<file path="config.mk">
export PLATFORM = sky130hd
export DESIGN_NAME = qei_encoder
export DESIGN_NICKNAME = d
export VERILOG_FILES = /design/src/qei_pkg.sv /design/src/qei_encoder.sv
export SDC_FILE = /design/constraint.sdc
export NUM_CORES = 1
export LEC_CHECK = 0
export ABC_AREA = 1
export BUFFER_PORTS_ARGS = -buffer_cell sky130_fd_sc_hd__buf_2
export CORE_MARGIN = 4
export CORE_UTILIZATION = 33
export DETAILED_ROUTE_END_ITERATION = 7
export HOLD_SLACK_MARGIN = 0.1
export PLACE_DENSITY_LB_ADDON = 0.2
export SLEW_MARGIN = 40
export SYNTH_ARGS = -nofsm -noshare
export SYNTH_HDL_FRONTEND = slang
export SYNTH_SLANG_ARGS = --single-unit
export TNS_END_PERCENT = 50
</file>
<file path="constraint.sdc">
create_clock -name aclk -period 2.42 [get_ports aclk]
set_input_delay 0.484 -clock aclk [delete_from_list [all_inputs] [get_ports aclk]]
set_output_delay 0.484 -clock aclk [all_outputs]
set_load 0.01 [all_outputs]
</file>
<file path="src/qei_pkg.sv">
// Constants, register layouts and field types of the encoder interface.
// Assumes one 40 MHz clock and a 32-bit AXI4-Lite register port.
package qei_pkg;

	// --------------------------------------------------------------
	// Register indices and byte addresses
	// --------------------------------------------------------------
	localparam int          ADDR_W      = 12;
	localparam logic [11:0] CTRL_IDX    = 12'h122;
	localparam logic [11:0] FILT_IDX    = 12'h124;
	localparam logic [11:0] POS_IDX     = 12'h126;
	localparam logic [11:0] MAX_IDX     = 12'h128;
	localparam logic [11:0] STAT_IDX    = 12'h12a;
	localparam logic [11:0] CTRL_ADDR   = {CTRL_IDX[9:0], 2'b00};
	localparam logic [11:0] FILT_ADDR   = {FILT_IDX[9:0], 2'b00};
	localparam logic [11:0] POS_ADDR    = {POS_IDX[9:0], 2'b00};
	localparam logic [11:0] MAX_ADDR    = {MAX_IDX[9:0], 2'b00};
	localparam logic [11:0] STAT_ADDR   = {STAT_IDX[9:0], 2'b00};

	// --------------------------------------------------------------
	// Reset values
	// --------------------------------------------------------------
	localparam logic [15:0] CTRL_RST    = 16'h0000;
	localparam logic [15:0] FILT_RST    = 16'h0000;
	localparam logic [15:0] POS_RST     = 16'h0000;
	localparam logic [15:0] MAX_RST     = 16'hffff;
	localparam logic [15:0] ERR_DOWN_V  = 16'hffff;

	// Writable bits; index level and bit 14 are read-only
	localparam logic [15:0] CTRL_WMASK  = 16'hafff;
	localparam logic [15:0] FILT_WMASK  = 16'h01f0;
	localparam int          STAT_IRQ_B  = 0;

	// --------------------------------------------------------------
	// Modes and timing counts
	// --------------------------------------------------------------
	localparam logic [2:0]  MODE_OFF    = 3'h0;
	localparam logic [2:0]  MODE_TIMER  = 3'h1;
	localparam logic [2:0]  MODE_X2_IDX = 3'h4;
	localparam logic [2:0]  MODE_X2_MAX = 3'h5;
	localparam logic [2:0]  MODE_X4_IDX = 3'h6;
	localparam logic [2:0]  MODE_X4_MAX = 3'h7;
	localparam logic [1:0]  FILT_STABLE = 2'h3;
	localparam logic [7:0]  PS_DIV1     = 8'h00;
	localparam logic [7:0]  PS_DIV8     = 8'h07;
	localparam logic [7:0]  PS_DIV64    = 8'h3f;
	localparam logic [7:0]  PS_DIV256   = 8'hff;
	localparam logic [1:0]  RESP_OKAY   = 2'h0;
	localparam logic [1:0]  RESP_SLVERR = 2'h2;

	// --------------------------------------------------------------
	// Field layouts
	// --------------------------------------------------------------
	typedef struct packed {
		logic       count_error_flag;
		logic       rsv14;
		logic       idle_stop;
		logic       index_level;
		logic       count_direction;
		logic [2:0] mode_select;
		logic       swap_phases;
		logic       direction_pin_output_enable;
		logic       timer_gate_en;
		logic [1:0] timer_prescale;
		logic       index_reset_enable;
		logic       timer_clk_ext;
		logic       direction_source_select;
	} qei_ctrl_t;

	typedef struct packed {
		logic [6:0] rsv_hi;
		logic       count_error_irq_disable;
		logic       filter_output_enable;
		logic [2:0] filter_clock_divider;
		logic [3:0] rsv_lo;
	} qei_filt_t;

	typedef struct packed {
		logic phase_a;
		logic phase_b;
		logic index;
	} qei_pins_t;

endpackage

</file>
<file path="src/qei_encoder.sv">
// Quadrature encoder interface with AXI4-Lite registers and timer mode.
// Assumes encoder pins are asynchronous; cpu_idle is on the aclk domain.

// Contract
// - A leading B means forward, A lagging B means reverse.
// - Mode comes from three-bit mode_select, control bits 10 down to 8.
// - Modes 100/101 count both edges of A only; B sets direction.
// - Modes 110/111 count every edge of both A and B.
// - Modes 101/111 reset count on max match; 100/110 on index.
// - Index resets count only when index_reset_enable is set.
// - Index still interrupts when reset disabled; max and timer rollover do too.
// - Index modes flag count error at 0xffff or max plus one.
// - count_error_irq_disable suppresses the count error interrupt.
// - After an error counting continues; natural wrap interrupts only as a count error at 0xffff or max plus one.
// - count_error_flag is software read/write and sticky until cleared.
// - Decoded direction is readable as count_direction, control bit 11.
// - Direction pin driven only while its output enable bit is set.
// - Filter output changes only after three stable filter clocks.
// - Filter clock divided from aclk by filter_clock_divider.
// - Filtered inputs used only when enabled; filters off after reset.
// - Timer uses position as count, max as period; match sets flag.
// - Timer count clock comes from the phase A pin when timer_clk_ext is set, else aclk.
// - Timer direction from count_direction, or phase B when selected.
// - Mode changes leave the shared count register unchanged.
// - External count clock is always synchronised to aclk.
// - While idle, halt if idle_stop is set; bit resets to zero.
// - One sticky encoder_irq_flag for all events until software clears.
module qei_encoder
(
	input  wire logic                      aclk,
	input  wire logic                      aresetn,
	input  wire logic [qei_pkg::ADDR_W-1:0] s_axi_awaddr,
	input  wire logic                      s_axi_awvalid,
	output logic                           s_axi_awready,
	input  wire logic [31:0]               s_axi_wdata,
	input  wire logic [3:0]                s_axi_wstrb,
	input  wire logic                      s_axi_wvalid,
	output logic                           s_axi_wready,
	output logic [1:0]                     s_axi_bresp,
	output logic                           s_axi_bvalid,
	input  wire logic                      s_axi_bready,
	input  wire logic [qei_pkg::ADDR_W-1:0] s_axi_araddr,
	input  wire logic                      s_axi_arvalid,
	output logic                           s_axi_arready,
	output logic [31:0]                    s_axi_rdata,
	output logic [1:0]                     s_axi_rresp,
	output logic                           s_axi_rvalid,
	input  wire logic                      s_axi_rready,
	input  wire qei_pkg::qei_pins_t        enc_pins,
	input  wire logic                      cpu_idle,
	output logic                           dir_pin_out,
	output logic                           dir_pin_oe,
	output logic                           encoder_irq_flag
);
	import qei_pkg::*;

	// --------------------------------------------------------------
	// Registers
	// --------------------------------------------------------------
	qei_ctrl_t   ctrl_reg;
	qei_filt_t   filt_reg;
	logic [15:0] pos_reg;
	logic [15:0] max_reg;
	logic        irq_reg;
	logic        dir_reg;

	// --------------------------------------------------------------
	// AXI4-Lite write path
	// --------------------------------------------------------------
	logic              aw_hold_reg;
	logic              w_hold_reg;
	logic [ADDR_W-1:0] aw_addr_reg;
	logic [31:0]       w_data_reg;
	logic [3:0]        w_strb_reg;
	logic              bvalid_reg;
	logic [1:0]        bresp_reg;

	wire        do_write = aw_hold_reg & w_hold_reg & ~bvalid_reg;
	wire [15:0] wmask    = {{8{w_strb_reg[1]}}, {8{w_strb_reg[0]}}};
	wire [15:0] wval     = w_data_reg[15:0];
	wire        wr_ctrl  = do_write & (aw_addr_reg == CTRL_ADDR);
	wire        wr_filt  = do_write & (aw_addr_reg == FILT_ADDR);
	wire        wr_pos   = do_write & (aw_addr_reg == POS_ADDR);
	wire        wr_max   = do_write & (aw_addr_reg == MAX_ADDR);
	wire        wr_stat  = do_write & (aw_addr_reg == STAT_ADDR);
	wire        wr_hit   = wr_ctrl | wr_filt | wr_pos | wr_max | wr_stat;

	assign s_axi_awready = ~aw_hold_reg & ~bvalid_reg;
	assign s_axi_wready  = ~w_hold_reg & ~bvalid_reg;
	assign s_axi_bvalid  = bvalid_reg;
	assign s_axi_bresp   = bresp_reg;

	always_ff @(posedge aclk)
	begin
		if (!aresetn)
		begin
			aw_hold_reg <= 1'b0;
			w_hold_reg  <= 1'b0;
			aw_addr_reg <= '0;
			w_data_reg  <= 32'h0;
			w_strb_reg  <= 4'h0;
			bvalid_reg  <= 1'b0;
			bresp_reg   <= RESP_OKAY;
		end
		else
		begin
			if (s_axi_awvalid & s_axi_awready)
			begin
				aw_hold_reg <= 1'b1;
				aw_addr_reg <= s_axi_awaddr;
			end
			if (s_axi_wvalid & s_axi_wready)
			begin
				w_hold_reg <= 1'b1;
				w_data_reg <= s_axi_wdata;
				w_strb_reg <= s_axi_wstrb;
			end
			if (do_write)
			begin
				aw_hold_reg <= 1'b0;
				w_hold_reg  <= 1'b0;
				bvalid_reg  <= 1'b1;
				bresp_reg   <= wr_hit ? RESP_OKAY : RESP_SLVERR;
			end
			else if (bvalid_reg & s_axi_bready)
				bvalid_reg <= 1'b0;
		end
	end

	// --------------------------------------------------------------
	// Input synchronisers and noise filters
	// --------------------------------------------------------------
	logic [2:0] sync1_reg;
	logic [2:0] sync2_reg;
	logic [2:0] filt_q;
	logic [7:0] fdiv_reg;
	wire  [7:0] fdiv_top = 8'((9'h1 << filt_reg.filter_clock_divider) - 9'h1);
	wire        ftick    = (fdiv_reg == fdiv_top);

	// Pins only reach logic through two flops
	always_ff @(posedge aclk)
	begin
		if (!aresetn)
		begin
			sync1_reg <= 3'h0;
			sync2_reg <= 3'h0;
			fdiv_reg  <= 8'h00;
		end
		else
		begin
			sync1_reg <= enc_pins;
			sync2_reg <= sync1_reg;
			fdiv_reg  <= ftick ? 8'h00 : fdiv_reg + 8'h01;
		end
	end

	for (genvar i = 0; i < 3; i++)
	begin : g_filt
		logic [1:0] cnt_reg;
		logic       out_reg;
		wire  [1:0] cnt_inc = cnt_reg + 2'h1;

		assign filt_q[i] = out_reg;
		always_ff @(posedge aclk)
		begin
			if (!aresetn)
			begin
				cnt_reg <= 2'h0;
				out_reg <= 1'b0;
			end
			else if (ftick)
			begin
				if (sync2_reg[i] == out_reg)
					cnt_reg <= 2'h0;
				else if (cnt_inc == FILT_STABLE)
				begin
					out_reg <= sync2_reg[i];
					cnt_reg <= 2'h0;
				end
				else
					cnt_reg <= cnt_inc;
			end
		end
	end

	// Filtered copy only when enabled, which reset clears
	wire [2:0] in_sel = filt_reg.filter_output_enable ? filt_q : sync2_reg;
	wire       a_s    = ctrl_reg.swap_phases ? in_sel[1] : in_sel[2];
	wire       b_s    = ctrl_reg.swap_phases ? in_sel[2] : in_sel[1];
	wire       i_s    = in_sel[0];

	// --------------------------------------------------------------
	// Quadrature decode
	// --------------------------------------------------------------
	logic a_d_reg;
	logic b_d_reg;
	logic i_d_reg;
	logic ta_d_reg;
	logic [7:0] ps_reg;

	wire [2:0] mode      = ctrl_reg.mode_select;
	wire       run       = ~(cpu_idle & ctrl_reg.idle_stop);
	wire       enc_mode  = mode[2];
	wire       max_mode  = mode[0];
	wire       tmr_mode  = (mode == MODE_TIMER);
	wire       a_edge    = a_s ^ a_d_reg;
	wire       b_edge    = b_s ^ b_d_reg;
	// A leads B: on an A edge phases differ, on a B edge they match
	wire       dir_now   = a_edge ? (a_s ^ b_s) : ~(a_s ^ b_s);
	wire       step      = run & enc_mode & (a_edge | (mode[1] & b_edge));
	// Index only counts as a reference while both phases are low
	wire       idx_qual  = run & enc_mode & ~max_mode & i_s & ~i_d_reg
	                       & ~a_s & ~b_s;
	wire       idx_rst   = idx_qual & ctrl_reg.index_reset_enable;

	// Timer clock: phase A pin through the synchroniser, or aclk
	wire       ta_rise   = sync2_reg[2] & ~ta_d_reg;
	wire       tsrc      = ctrl_reg.timer_clk_ext ? ta_rise : 1'b1;
	wire [7:0] ps_top    = (ctrl_reg.timer_prescale == 2'h0) ? PS_DIV1 :
	                       (ctrl_reg.timer_prescale == 2'h1) ? PS_DIV8 :
	                       (ctrl_reg.timer_prescale == 2'h2) ? PS_DIV64 :
	                       PS_DIV256;
	wire       ttick     = run & tmr_mode & tsrc & (ps_reg == ps_top);
	wire       t_up      = ctrl_reg.direction_source_select ? sync2_reg[1]
	                       : ctrl_reg.count_direction;

	always_ff @(posedge aclk)
	begin
		if (!aresetn)
		begin
			a_d_reg  <= 1'b0;
			b_d_reg  <= 1'b0;
			i_d_reg  <= 1'b0;
			ta_d_reg <= 1'b0;
			ps_reg   <= 8'h00;
			dir_reg  <= 1'b0;
		end
		else
		begin
			a_d_reg  <= a_s;
			b_d_reg  <= b_s;
			i_d_reg  <= i_s;
			ta_d_reg <= sync2_reg[2];
			if (run & tmr_mode & tsrc)
				ps_reg <= (ps_reg == ps_top) ? 8'h00 : ps_reg + 8'h01;
			if (step)
				dir_reg <= dir_now;
		end
	end

	// --------------------------------------------------------------
	// Position count, events and flags
	// --------------------------------------------------------------
	wire [15:0] pos_inc  = pos_reg + 16'h1;
	wire [15:0] pos_dec  = pos_reg - 16'h1;
	wire [15:0] max_inc  = max_reg + 16'h1;
	wire        at_max   = (pos_reg == max_reg);
	wire        at_zero  = (pos_reg == 16'h0);
	wire        cnt_up   = tmr_mode ? t_up : dir_now;
	wire        cnt_step = step | ttick;
	wire        wrap_cnt = (tmr_mode | max_mode) & (cnt_up ? at_max : at_zero);
	wire        roll_evt = cnt_step & wrap_cnt;
	// Index modes wrap naturally; only a count error can interrupt on it
	wire [15:0] step_val = wrap_cnt ? (cnt_up ? 16'h0 : max_reg)
	                       : (cnt_up ? pos_inc : pos_dec);
	wire        err_evt  = step & ~max_mode & ~idx_rst &
	                       (dir_now ? (step_val == max_inc)
	                       : (step_val == ERR_DOWN_V));
	wire        irq_set  = roll_evt | idx_qual
	                       | (err_evt & ~filt_reg.count_error_irq_disable);
	wire [15:0] pos_hw   = idx_rst ? 16'h0 : (cnt_step ? step_val : pos_reg);
	wire [15:0] ctrl_w   = (ctrl_reg & ~(wmask & CTRL_WMASK))
	                       | (wval & wmask & CTRL_WMASK);
	wire        err_next = (wr_ctrl ? ctrl_w[15] : ctrl_reg.count_error_flag)
	                       | err_evt;
	wire        irq_clr  = wr_stat & w_strb_reg[0] & wval[STAT_IRQ_B];

	always_ff @(posedge aclk)
	begin
		if (!aresetn)
		begin
			ctrl_reg <= CTRL_RST;
			filt_reg <= FILT_RST;
			pos_reg  <= POS_RST;
			max_reg  <= MAX_RST;
			irq_reg  <= 1'b0;
		end
		else
		begin
			if (wr_ctrl)
				ctrl_reg <= ctrl_w;
			ctrl_reg.count_error_flag <= err_next;
			if (wr_filt)
				filt_reg <= (filt_reg & ~(wmask & FILT_WMASK))
				            | (wval & wmask & FILT_WMASK);
			// Software write wins over a count step; mode changes leave it
			if (wr_pos)
				pos_reg <= (pos_reg & ~wmask) | (wval & wmask);
			else
				pos_reg <= pos_hw;
			if (wr_max)
				max_reg <= (max_reg & ~wmask) | (wval & wmask);
			// An event in the clearing cycle keeps the flag set
			irq_reg <= (irq_reg & ~irq_clr) | irq_set;
		end
	end

	assign encoder_irq_flag = irq_reg;
	assign dir_pin_out      = dir_reg;
	assign dir_pin_oe       = ctrl_reg.direction_pin_output_enable;

	// --------------------------------------------------------------
	// AXI4-Lite read path
	// --------------------------------------------------------------
	logic        rvalid_reg;
	logic [31:0] rdata_reg;
	logic [1:0]  rresp_reg;

	wire        dir_rd   = tmr_mode ? ctrl_reg.count_direction : dir_reg;
	wire [15:0] ctrl_rd  = {ctrl_reg.count_error_flag, 1'b0,
	                        ctrl_reg.idle_stop, i_s, dir_rd, ctrl_reg[10:0]};
	wire        rd_ctrl  = (s_axi_araddr == CTRL_ADDR);
	wire        rd_filt  = (s_axi_araddr == FILT_ADDR);
	wire        rd_pos   = (s_axi_araddr == POS_ADDR);
	wire        rd_max   = (s_axi_araddr == MAX_ADDR);
	wire        rd_stat  = (s_axi_araddr == STAT_ADDR);
	wire        rd_hit   = rd_ctrl | rd_filt | rd_pos | rd_max | rd_stat;
	wire [15:0] rd_val   = rd_ctrl ? ctrl_rd :
	                       rd_filt ? filt_reg :
	                       rd_pos  ? pos_reg :
	                       rd_max  ? max_reg :
	                       rd_stat ? {15'h0, irq_reg} : 16'h0;

	assign s_axi_arready = ~rvalid_reg;
	assign s_axi_rvalid  = rvalid_reg;
	assign s_axi_rdata   = rdata_reg;
	assign s_axi_rresp   = rresp_reg;

	always_ff @(posedge aclk)
	begin
		if (!aresetn)
		begin
			rvalid_reg <= 1'b0;
			rdata_reg  <= 32'h0;
			rresp_reg  <= RESP_OKAY;
		end
		else if (s_axi_arvalid & ~rvalid_reg)
		begin
			rvalid_reg <= 1'b1;
			rdata_reg  <= {16'h0, rd_val};
			rresp_reg  <= rd_hit ? RESP_OKAY : RESP_SLVERR;
		end
		else if (rvalid_reg & s_axi_rready)
			rvalid_reg <= 1'b0;
	end
endmodule // qei_encoder

</file>
== After elaboration in Yosys (flattened, before gate mapping) ==
Index checks and enable logic that the tools add are counted.

* Flip-flop bits (word level): 155
* Output and inout bits: 44
* Logic and storage cells: 213

* Add/subtract/negate cells: 9
* Equal/unequal tests: 24
* Shift operators: 1
* Muxes and demuxes: 38
* Bitwise gates (word level): 85
* Reduce and logical (&&, ||, !) cells: 10

{| class="wikitable"
|+ Operators by type and width
! kind !! number
|-
| $mux W16 || 10
|-
| $eq A12 B11 Y1 const B || 10
|-
| $and A16 B16 Y16 || 5
|-
| $or A16 B16 Y16 || 3
|-
| $and A1 B1 Y1 || 37
|-
| $add A16 B1 Y16 const B || 2
|-
| $eq A16 B16 Y1 || 2
|-
| $mux W8 || 4
|-
| $not A16 Y16 || 2
|-
| $not A1 Y1 || 18
|-
| $add A8 B1 Y8 const B || 2
|-
| $eq A16 B16 Y1 const B || 1
|-
| $eq A8 B8 Y1 || 2
|-
| $logic_not A16 Y1 || 1
|-
| $mux W2 || 8
|-
| $not A9 Y16 || 1
|-
| $or A16 B9 Y16 || 1
|-
| $sub A16 B1 Y16 const B || 1
|-
| $mux W1 || 15
|-
| $or A1 B1 Y1 || 15
|-
| $reduce_and A3 Y1 || 3
|-
| $eq A2 B2 Y1 const B || 4
|-
| $shl A1 B3 Y8 const A || 1
|-
| $sub A8 B1 Y8 const B || 1
|-
| 10 further kinds || 18
|}

== Longest topological paths before layout ==
Gate-level depths: netlist of run 1.

* Depth in word-level cells: 15
* Depth in mapped cells: 26
* Mapped depth without buffers: 26

== Worst setup path before layout of run 1 ==
Ideal clock, no wire load.

* Path kind: register to register
* From: reg (tool-made name)
* To: reg irq_reg (netlist: encoder_irq_flag)
* Data arrival time: 2.498 ns
* Path slack: -0.149 ns
* Stages on the path, launching flop included: 20
* Path buffers: 3
* Cells stage by stage: dfxtp_1 -> nand3_4 -> or2_1 -> buf_6 -> nand2_8 -> buf_12 -> buf_8 -> ha_1 -> a21o_1 -> nor2_1 -> nand2_1 -> nand2_1 -> nand2_1 -> nand2_1 -> nand2_1 -> nand2_1 -> nand2_1 -> nor2_2 -> nand4_1 -> a21oi_1

{| class="wikitable"
|+ RTL lines
! what !! line !! RTL
|-
| to (signal assigned) || qei_encoder.sv:304 || <nowiki>irq_reg <= (irq_reg & ~irq_clr) | irq_set;</nowiki>
|-
| to (decl) || qei_encoder.sv:64 || <nowiki>logic irq_reg;</nowiki>
|}

==> results list, run 1 <==
- The run finished, with violations left.
- The checks that failed: negative setup slack.
* Slack of the critical path: -0.322 ns
- In this run the power spent charging and discharging nets is 1640 µW.
* TNS Setup: -1.21 ns
* Cells along the critical path: nand2_2 -> nand3_4 -> nand2_4 -> nand2_4 -> nand3_4 -> nand3_4 -> nand2_2 -> inv_2 -> ha_4 -> inv_4 -> nand2_4 -> nand3_4 -> nand2_4 -> nand2_2 -> nand3_2 -> nand2_2 -> a21oi_2 -> nand3_1 -> nor2_2 -> nand3_1 -> nor2_2 -> nand4_1 -> a21oi_1
- The number of global-route vias before repair came to 8495.
- Including well taps, the total number of placed cells is 1814.
- I/O pin total: 115
* Clock tree skew after final layout: 0.0132 ns
- In this run, the number of DRC markers left after iteration 0 of detailed routing was 671.
- Headroom to the max-slew limit: 0.539
- First-pass DRT Iterations: 5
- Lkg Pwr: 0.00544 µW
- The clock drives 140 sinks.
* Floorplan die area: 0.0282 mm²
- Cell types occupying the most area after synthesis: dfxtp_1 (33%), nand2_1 (12%), inv_1 (7.2%)
- Slew Viols, Final: 0
* Worst hold slack across all endpoints: 0.224 ns
* Post-DP Area: 0.0103 mm²
- Basic-gate share of the synthesized area counting and, or, nand and nor cells: 0.318
- Power density of the placed cells: 499 mW/mm²
- Share of total power in sequential cells: 0.427
- Of the total power, the share spent switching nets is 0.286.
- Layer with the highest usage after global routing: met2
* Top-area cell type share of the netlist area: 0.332
* Layout cell share with drive strength beyond 1: 0.287
* Vias/cell: 4.93
- The count of nets left with antenna violations once routing finished came out at 0.
- The clock tree synthesis step divided the H-tree into 4 levels.
- The finished cells cover 0.0115 mm².
- After detailed routing, the average wire length per cell comes to 16.0 µm.
* Slowest library cell on the worst path: dfxtp_4
- In this run the horizontal extent of the chip is 168 µm.
- Of the synthesized area, sequential elements account for 0.332.
* Worst IR drop on VDD: 0.424 mV
- Setup repair after global routing could not meet its margin everywhere.
- Core Box Area: 0.0252 mm²
- The most common cell in the synthesized netlist is nand2_1.
- Top FF cell, synth: dfxtp_1
- Compared with the post-synthesis result, the final layout area differs by 35.9%.
- The cell count after synthesis came out at 1270.
- Part of the power in combinational logic: 0.116
- The first global-routing pass estimated 46200 µm of wire.
* Final-stage net count: 1596
* Max-cap violation count: 0
* Share of the synthesized area in compound gates (AO/OA/AOI/OAI): 0.192
- Counting the buffers created by CTS gives 17.
- The number of antenna violations at the first check in global routing came to 0.
- Number of hold violations in the final report: 0
- Adder-Cell Fraction of Synth Area: 0.00742
* Number of antenna cells inserted: 0
- By area, the combinational part of the netlist is dominated by simple AND/OR/NAND/NOR gates.
- For this run, asynchronously set or reset flops after synthesis account for 0.
- Non-filler cells, final: 1863
* XOR/XNOR Fraction of Synth Area: 0.0312
- For the worst setup path, the data required time is 2.78 ns.
- M2 GR Usage: 0.328
- Via count: 9191
- Worst-Margin Slew: 0.690 ns
- Overflow left after global routing: 0
- Final setup vio count: 10
- Synthesized area per cell: 6.64 µm²
* Hold crit path type: in -> reg
- DPL Wire Length: 23100 µm
- Count of buffering cells on the critical path with inverters included: 2
- Total Wirelength: 29800 µm
* Multiplexer area fraction after synthesis: 0
- The initial utilization of the core area, before any placement, comes to 0.335.
* Fraction of met1 tracks used by global routing: 0.292
- Num rows: 58
- The tree is rooted in a clkbuf_16.
- The clock passes through at most 2 buffers.
* Worst endpoint data arrival time: 3.10 ns
* Largest net degree at the start of global routing: 43
- Number of buffers added on ports: 78
* Commonest cells in the synthesized netlist: nand2_1 (265), inv_1 (162), dfxtp_1 (140)
- Clock-pin slew was measured on the worst setup and hold paths at 0.07 ns.
* Largest area contributor in the netlist: dfxtp_1
- Clock power share: 0.457
- Met3 Usage GRT: 0.0279
* Total Routing Usage GR: 0.208
- Pwr Total: 5710 µW
- Final estimated routing congestion in global placement: 0.947
- The worst setup path is captured at a register.
- Worst setup SP type: register
* Final worst-path cycle share: 1.13
- After synthesis the cells add up to 0.00843 mm².
* Count of yosys warnings during synthesis: 0
- The netlist uses 55 different library cells.
- Residual DRC count: 0
- Max Clk Rate: 365 MHz
* Number of synthesized flops with an enable pin: 0
- On the critical path the largest part of the delay comes from simple AND/OR/NAND/NOR gates.
* Clock period minus final worst setup slack: 2.74 ns
- Number of synthesized register bits: 140
- The clock reaches the later pin of the worst-skew pair after 0.44 ns.
- Critical-path maximum fanout: 6
- Worst setup path class: reg -> reg
- On the worst path, the slowest cell contributes a delay of 0.39 ns.
- Vertical die dimension: 168 µm
- TritonCTS built the clock tree.
- Int Power: 4080 µW
## worst register-to-register path, delay by kind of cell, from the launching register on
family          cells  cell delay [ns]
compound gates      2             0.28
fa+ha+maj           1             0.13
buf+inv             2             0.11
flops               1             0.39
simple gates       18             1.78
## stage by stage
step | utilization | setup slack (ns)
detailed placement | 0.411 | -0.461
global placement | 0.411 | -0.468
finish | 0.455 | -0.322
global route | 0.455 | -0.517
CTS | 0.447 | -0.263
floorplan | - | 0.00130
## power by group through the flow
| stage | clock network (µW) | registers, µW | logic [µW] |
|---|---|---|---|
| 6_report | 2610 | 2440 | 662 |
| 5_1_grt | 2750 | 2450 | 742 |
| 4_1_cts | 2640 | 2440 | 638 |
| 3_5_place_dp | 0 | 2490 | 604 |
| 3_3_place_gp | 0 | 2490 | 600 |
| 2_1_floorplan | 0 | 2480 | 391 |
## cells by family (layout without fill, tap and decap cells)
kind of cell,Yosys count,in the layout
AND/OR/NAND/NOR,587,589
AO/OA/AOI/OAI,277,277
buffers and inverters,230,474
flip-flops,140,140
XOR/XNOR,30,30
adder cells (fa/ha/maj),5,5
other,1,18
## routing by layer
metal  up-vias  routed length (µm)
met5         -                   0
met4         0                 818
met3        51                1750
met2       283               13300
met1      4175               14000
li1       4682                   -
## cell usage in the layout, fill, tap and decap left out, types with 17 or more instances in the layout
cell / count
nand2_1: 240
buf_4: 190
inv_1: 154
dfxtp_1: 133
nor2_1: 116
o21ai_0: 95
a21oi_1: 92
buf_2: 79
nand3_1: 65
nand2_2: 35
nor3_1: 26
conb_1: 18
clkbuf_16: 17
## cell type report
class,count,area (µm²)
sequential,140,2820
clock inverter,12,119
tap,330,413
inverter,166,633
multi-input combinational,919,5090
timing repair buffer,276,1920
clock buffer,20,467
fill,2579,13700
## repair_timing
action / 4_1_cts / 5_1_grt
setup buffers: 10 / 4
hold buffers: 0 / 0
setup endpoints to repair: 18 / 22
gates resized for setup: 64 / 46
gates cloned: 3 / 0
pin swaps: 27 / 25
## worst paths after layout
kind	startpoint	endpoint	slack [ns]	cells after the start
worst max-delay path	register	encoder_irq_flag	-0.32	23
worst min register to register	sync1_reg[0]	sync2_reg[0]	0.42	2
worst min-delay path	enc_pins[1]	sync1_reg[1]	0.22	3
worst max register to register	register	encoder_irq_flag	-0.32	23
No activity file was read; power rests on OpenSTA's default activity.
==> inputs of run 2 (changes only) <==
ABC_AREA = unset   (was 1)
==> results list, run 2 <==
* Setup repair after global routing missed its margin: true
- Number of sinks driven by the clock tree: 140
- Vias in the first global route: 8420
- After detailed routing, the number of vias per cell comes to 5.43.
* Number of synthesized register bits: 140
* Non-filler cells, final: 1664
- The run finished, with violations left.
- Yosys printed 0 warnings.
- In this run the count of I/O pins placed on the die edge is 115.
- Slew Viols, Final: 0
- Floorplan die area: 0.0292 mm²
- Worst reg2reg endpoint: encoder_irq_flag
- The detail route stage leaves a number of antenna-violating nets equal to 0.
- In this run, CTS created clock tree buffers numbering 17.
* Core Box Area: 0.0261 mm²
* Setup slack on the worst flop-to-flop path: -1.69 ns
- The tree is rooted in a clkbuf_16.
* Data required time of the critical path: 2.73 ns
- STA classifies the critical path endpoint as a register.
- Cell types occupying the most area after synthesis: dfxtp_1 (32%), nand2_1 (7.5%), mux2i_1 (6.6%)
* Lkg Pwr: 0.00527 µW
- After detailed routing, the number of remaining DRC violations is 0.
- Global-route wire length before repair: 48700 µm
- For this run, the register share of the synthesized area comes to 0.320.
- The first detailed-routing pass took 7 iterations.
* Clock transition at path regs: 0.06 ns
* Crit path to: encoder_irq_flag
- In this run, the number of DRC markers left after iteration 0 of detailed routing was 756.
- Timing analysis after detailed placement gives a worst setup slack of -1.73 ns.
- For this run, the total global-route usage over all layers was measured as 0.215.
- Final worst-path cycle share: 1.70
* # placed instances: 1629
- Layout cell share with drive strength beyond 1: 0.297
* Cells along the critical path: mux4_2 -> xor2_2 -> o21ai_2 -> xnor2_2 -> ha_2 -> nor4_4 -> buf_4 -> o221ai_2 -> a31oi_2 -> a21o_1 -> a2111oi_4 -> nand4_1 -> or4_4 -> or4_4 -> o41ai_2
- Worst IR drop on VDD: 0.524 mV
- The min-delay analysis places its worst path in the category in -> reg.
- Counting flops with a built-in enable in the synthesized netlist gives 0.
- Of all flip-flops after synthesis, the portion carrying an async set or reset was 0.
- On the final layout, the worst clock skew is 0.0109 ns.
- Along the worst path, the maximum fanout reaches 3.
- Largest area contributor in the netlist: dfxtp_1
* Largest net degree at the start of global routing: 76
- Setup violations remaining at the end of the flow were counted as 18.
- Slowest library cell on the worst path: mux4_2
* Starting density of the core: 0.336
- Pwr Total: 5640 µW
- The die is 171 µm tall.
* CTS tree: built
* Die X: 171 µm
- Routability-driven placement finished with a final weighted congestion of 0.959.
- By count the netlist is led by nand2_1 (176), dfxtp_1 (140), nor2_1 (84).
- Measured in cells, the most critical reg-to-reg path has a length of 15.
* Most used cells in the layout excluding fill and tap cells: buf_4 (197), nand2_1 (172), dfxtp_1 (139), nor2_1 (81), buf_2 (77)
- Clk buf depth: 2
- The share of synthesized area in the top cell type comes to 0.320.
- The wire-length estimate of the detail-placed layout is 24300 µm.
- The largest single stage delay on the critical path is 0.54 ns.
- Worst setup path class: reg -> reg
- Worst endpoint data arrival time: 4.42 ns
- nand2_1 is the most common cell in the netlist.
* Worst-Margin Slew: 0.673 ns
- Headroom to the max-slew limit: 0.551
- Number of buffers added on ports: 78
* Slack of the critical path: -1.69 ns
- Number of antenna cells inserted: 0
* Clock period minus final worst setup slack: 4.11 ns
- Initial antenna violation count: 0
- After detailed routing, the average wire length per cell comes to 19.2 µm.
- At the later pin of the worst-skew pair, clock insertion delay measures 0.42 ns.
- Num rows: 59
- For this run, the top clock speed supported by timing is 244 MHz.
* Number of hold violations in the final report: 0
- Final-stage net count: 1392
- Top FF cell, synth: dfxtp_1
- By instance count, the cell type seen most on the critical path is or4_4.
- Most frequent standard cell in the layout excluding fill and tap cells: buf_4
- Hold buffers post-CTS: 0
- Max-cap violation count: 0
- The final reports fail on negative setup slack.
- Synthesized cell area: 0.00876 mm²
* Worst hold path stage count: 2
* Overflow left after global routing: 0
* H-Tree Level Count: 4
* Via count: 9031
* Worst setup SP type: register
* Distinct cell type count of the synthesized netlist: 74
- Counting every instance in the synthesized netlist gives 1094.
* Total Wirelength: 32000 µm
- Area growth, synth to finish: 33.3%
* Synthesized area per cell: 8.01 µm²
- Power density of the placed cells: 483 mW/mm²
-- run 2: changes by cell type in the layout (fill, tap and decap cells not counted), sizes merged, moves of 16 or more --
| cell | change |
|---|---|
| a21boi | +41 |
| a21oi | -71 |
| a22oi | +19 |
| and2 | +16 |
| inv | -156 |
| mux2i | +58 |
| nand2 | -117 |
| nand3 | -59 |
| nor2 | -49 |
| nor2b | +28 |
| o211a | +29 |
| o21ai | -70 |
| xnor2 | +23 |
-- run 2: final cells by class --
cell class / instances / area (µm²)
repair buffers: 286 / 2070
well taps: 335 / 419
clock buffers: 18 / 429
flip-flops and latches: 140 / 2800
inverters: 16 / 60.1
fillers: 2628 / 14400
clock inverters: 14 / 148
multi-input cells: 855 / 5750
-- run 2: what timing repair did --
item,4_1_cts,5_1_grt
resized for setup,18,23
setup endpoints to repair,18,23
pin swaps,10,5
gates cloned,0,0
setup buffers,3,2
-- run 2: cell families after synthesis --
| logic type | after synthesis | share of synthesized area |
|---|---|---|
| other | 1 | 0.000428 |
| adder cells (fa/ha/maj) | 5 | 0.00714 |
| AO/OA/AOI/OAI | 247 | 0.217 |
| buffers and inverters | 116 | 0.0588 |
| flip-flops | 140 | 0.320 |
| XOR/XNOR | 58 | 0.0580 |
| AND/OR/NAND/NOR | 458 | 0.254 |
| multiplexers | 69 | 0.0842 |
-- run 2: where the power goes --
part	switching [µW]	leakage, µW	internal, µW	total [µW]
Clock	1050	0.000268	1520	2570
Sequential	63.5	0.00114	2370	2440
Combinational	351	0.00386	288	638
Total	1460	0.00527	4180	5640
-- run 2: per-stage QoR --
stage	util	TNS, ns	area, µm²	hold slack, ns
final	0.448	-16.01	11700	0.275
after detailed placement	0.418	-16.34	10900	0.422
after global placement	0.418	-15.85	10900	0.414
after floorplan	-	-13.89	8910	0.412
after global routing	0.448	-18.16	11700	0.272
after CTS	0.443	-15.18	11600	0.262
-- run 2: worst min path at each step --
stage	from	to	slack (ns)
3_3_place_gp	sync1_reg[0]	sync2_reg[0]	0.41
6_report	enc_pins[2]	sync1_reg[2]	0.27
3_5_place_dp	sync1_reg[2]	sync2_reg[2]	0.42
2_1_floorplan	sync1_reg[0]	sync2_reg[0]	0.41
5_1_grt	enc_pins[1]	sync1_reg[1]	0.27
4_1_cts	enc_pins[2]	sync1_reg[2]	0.26
-- run 2: per-layer routing --
| metal | routed length (µm) | track usage |
|---|---|---|
| met5 | 0 | 0 |
| met4 | 1370 | 0.0951 |
| met3 | 1860 | 0.0240 |
| met2 | 14900 | 0.349 |
| met1 | 13900 | 0.289 |
-- run 2: worst max-delay path, delay by kind of cell (launching register included) --
kind / cells / cell delay, ns
flops: 1 / 0.34
mux: 1 / 0.54
xor+xnor: 2 / 0.33
compound gates: 6 / 1.25
fa+ha+maj: 1 / 0.24
simple gates: 4 / 1.19
buf+inv: 1 / 0.14
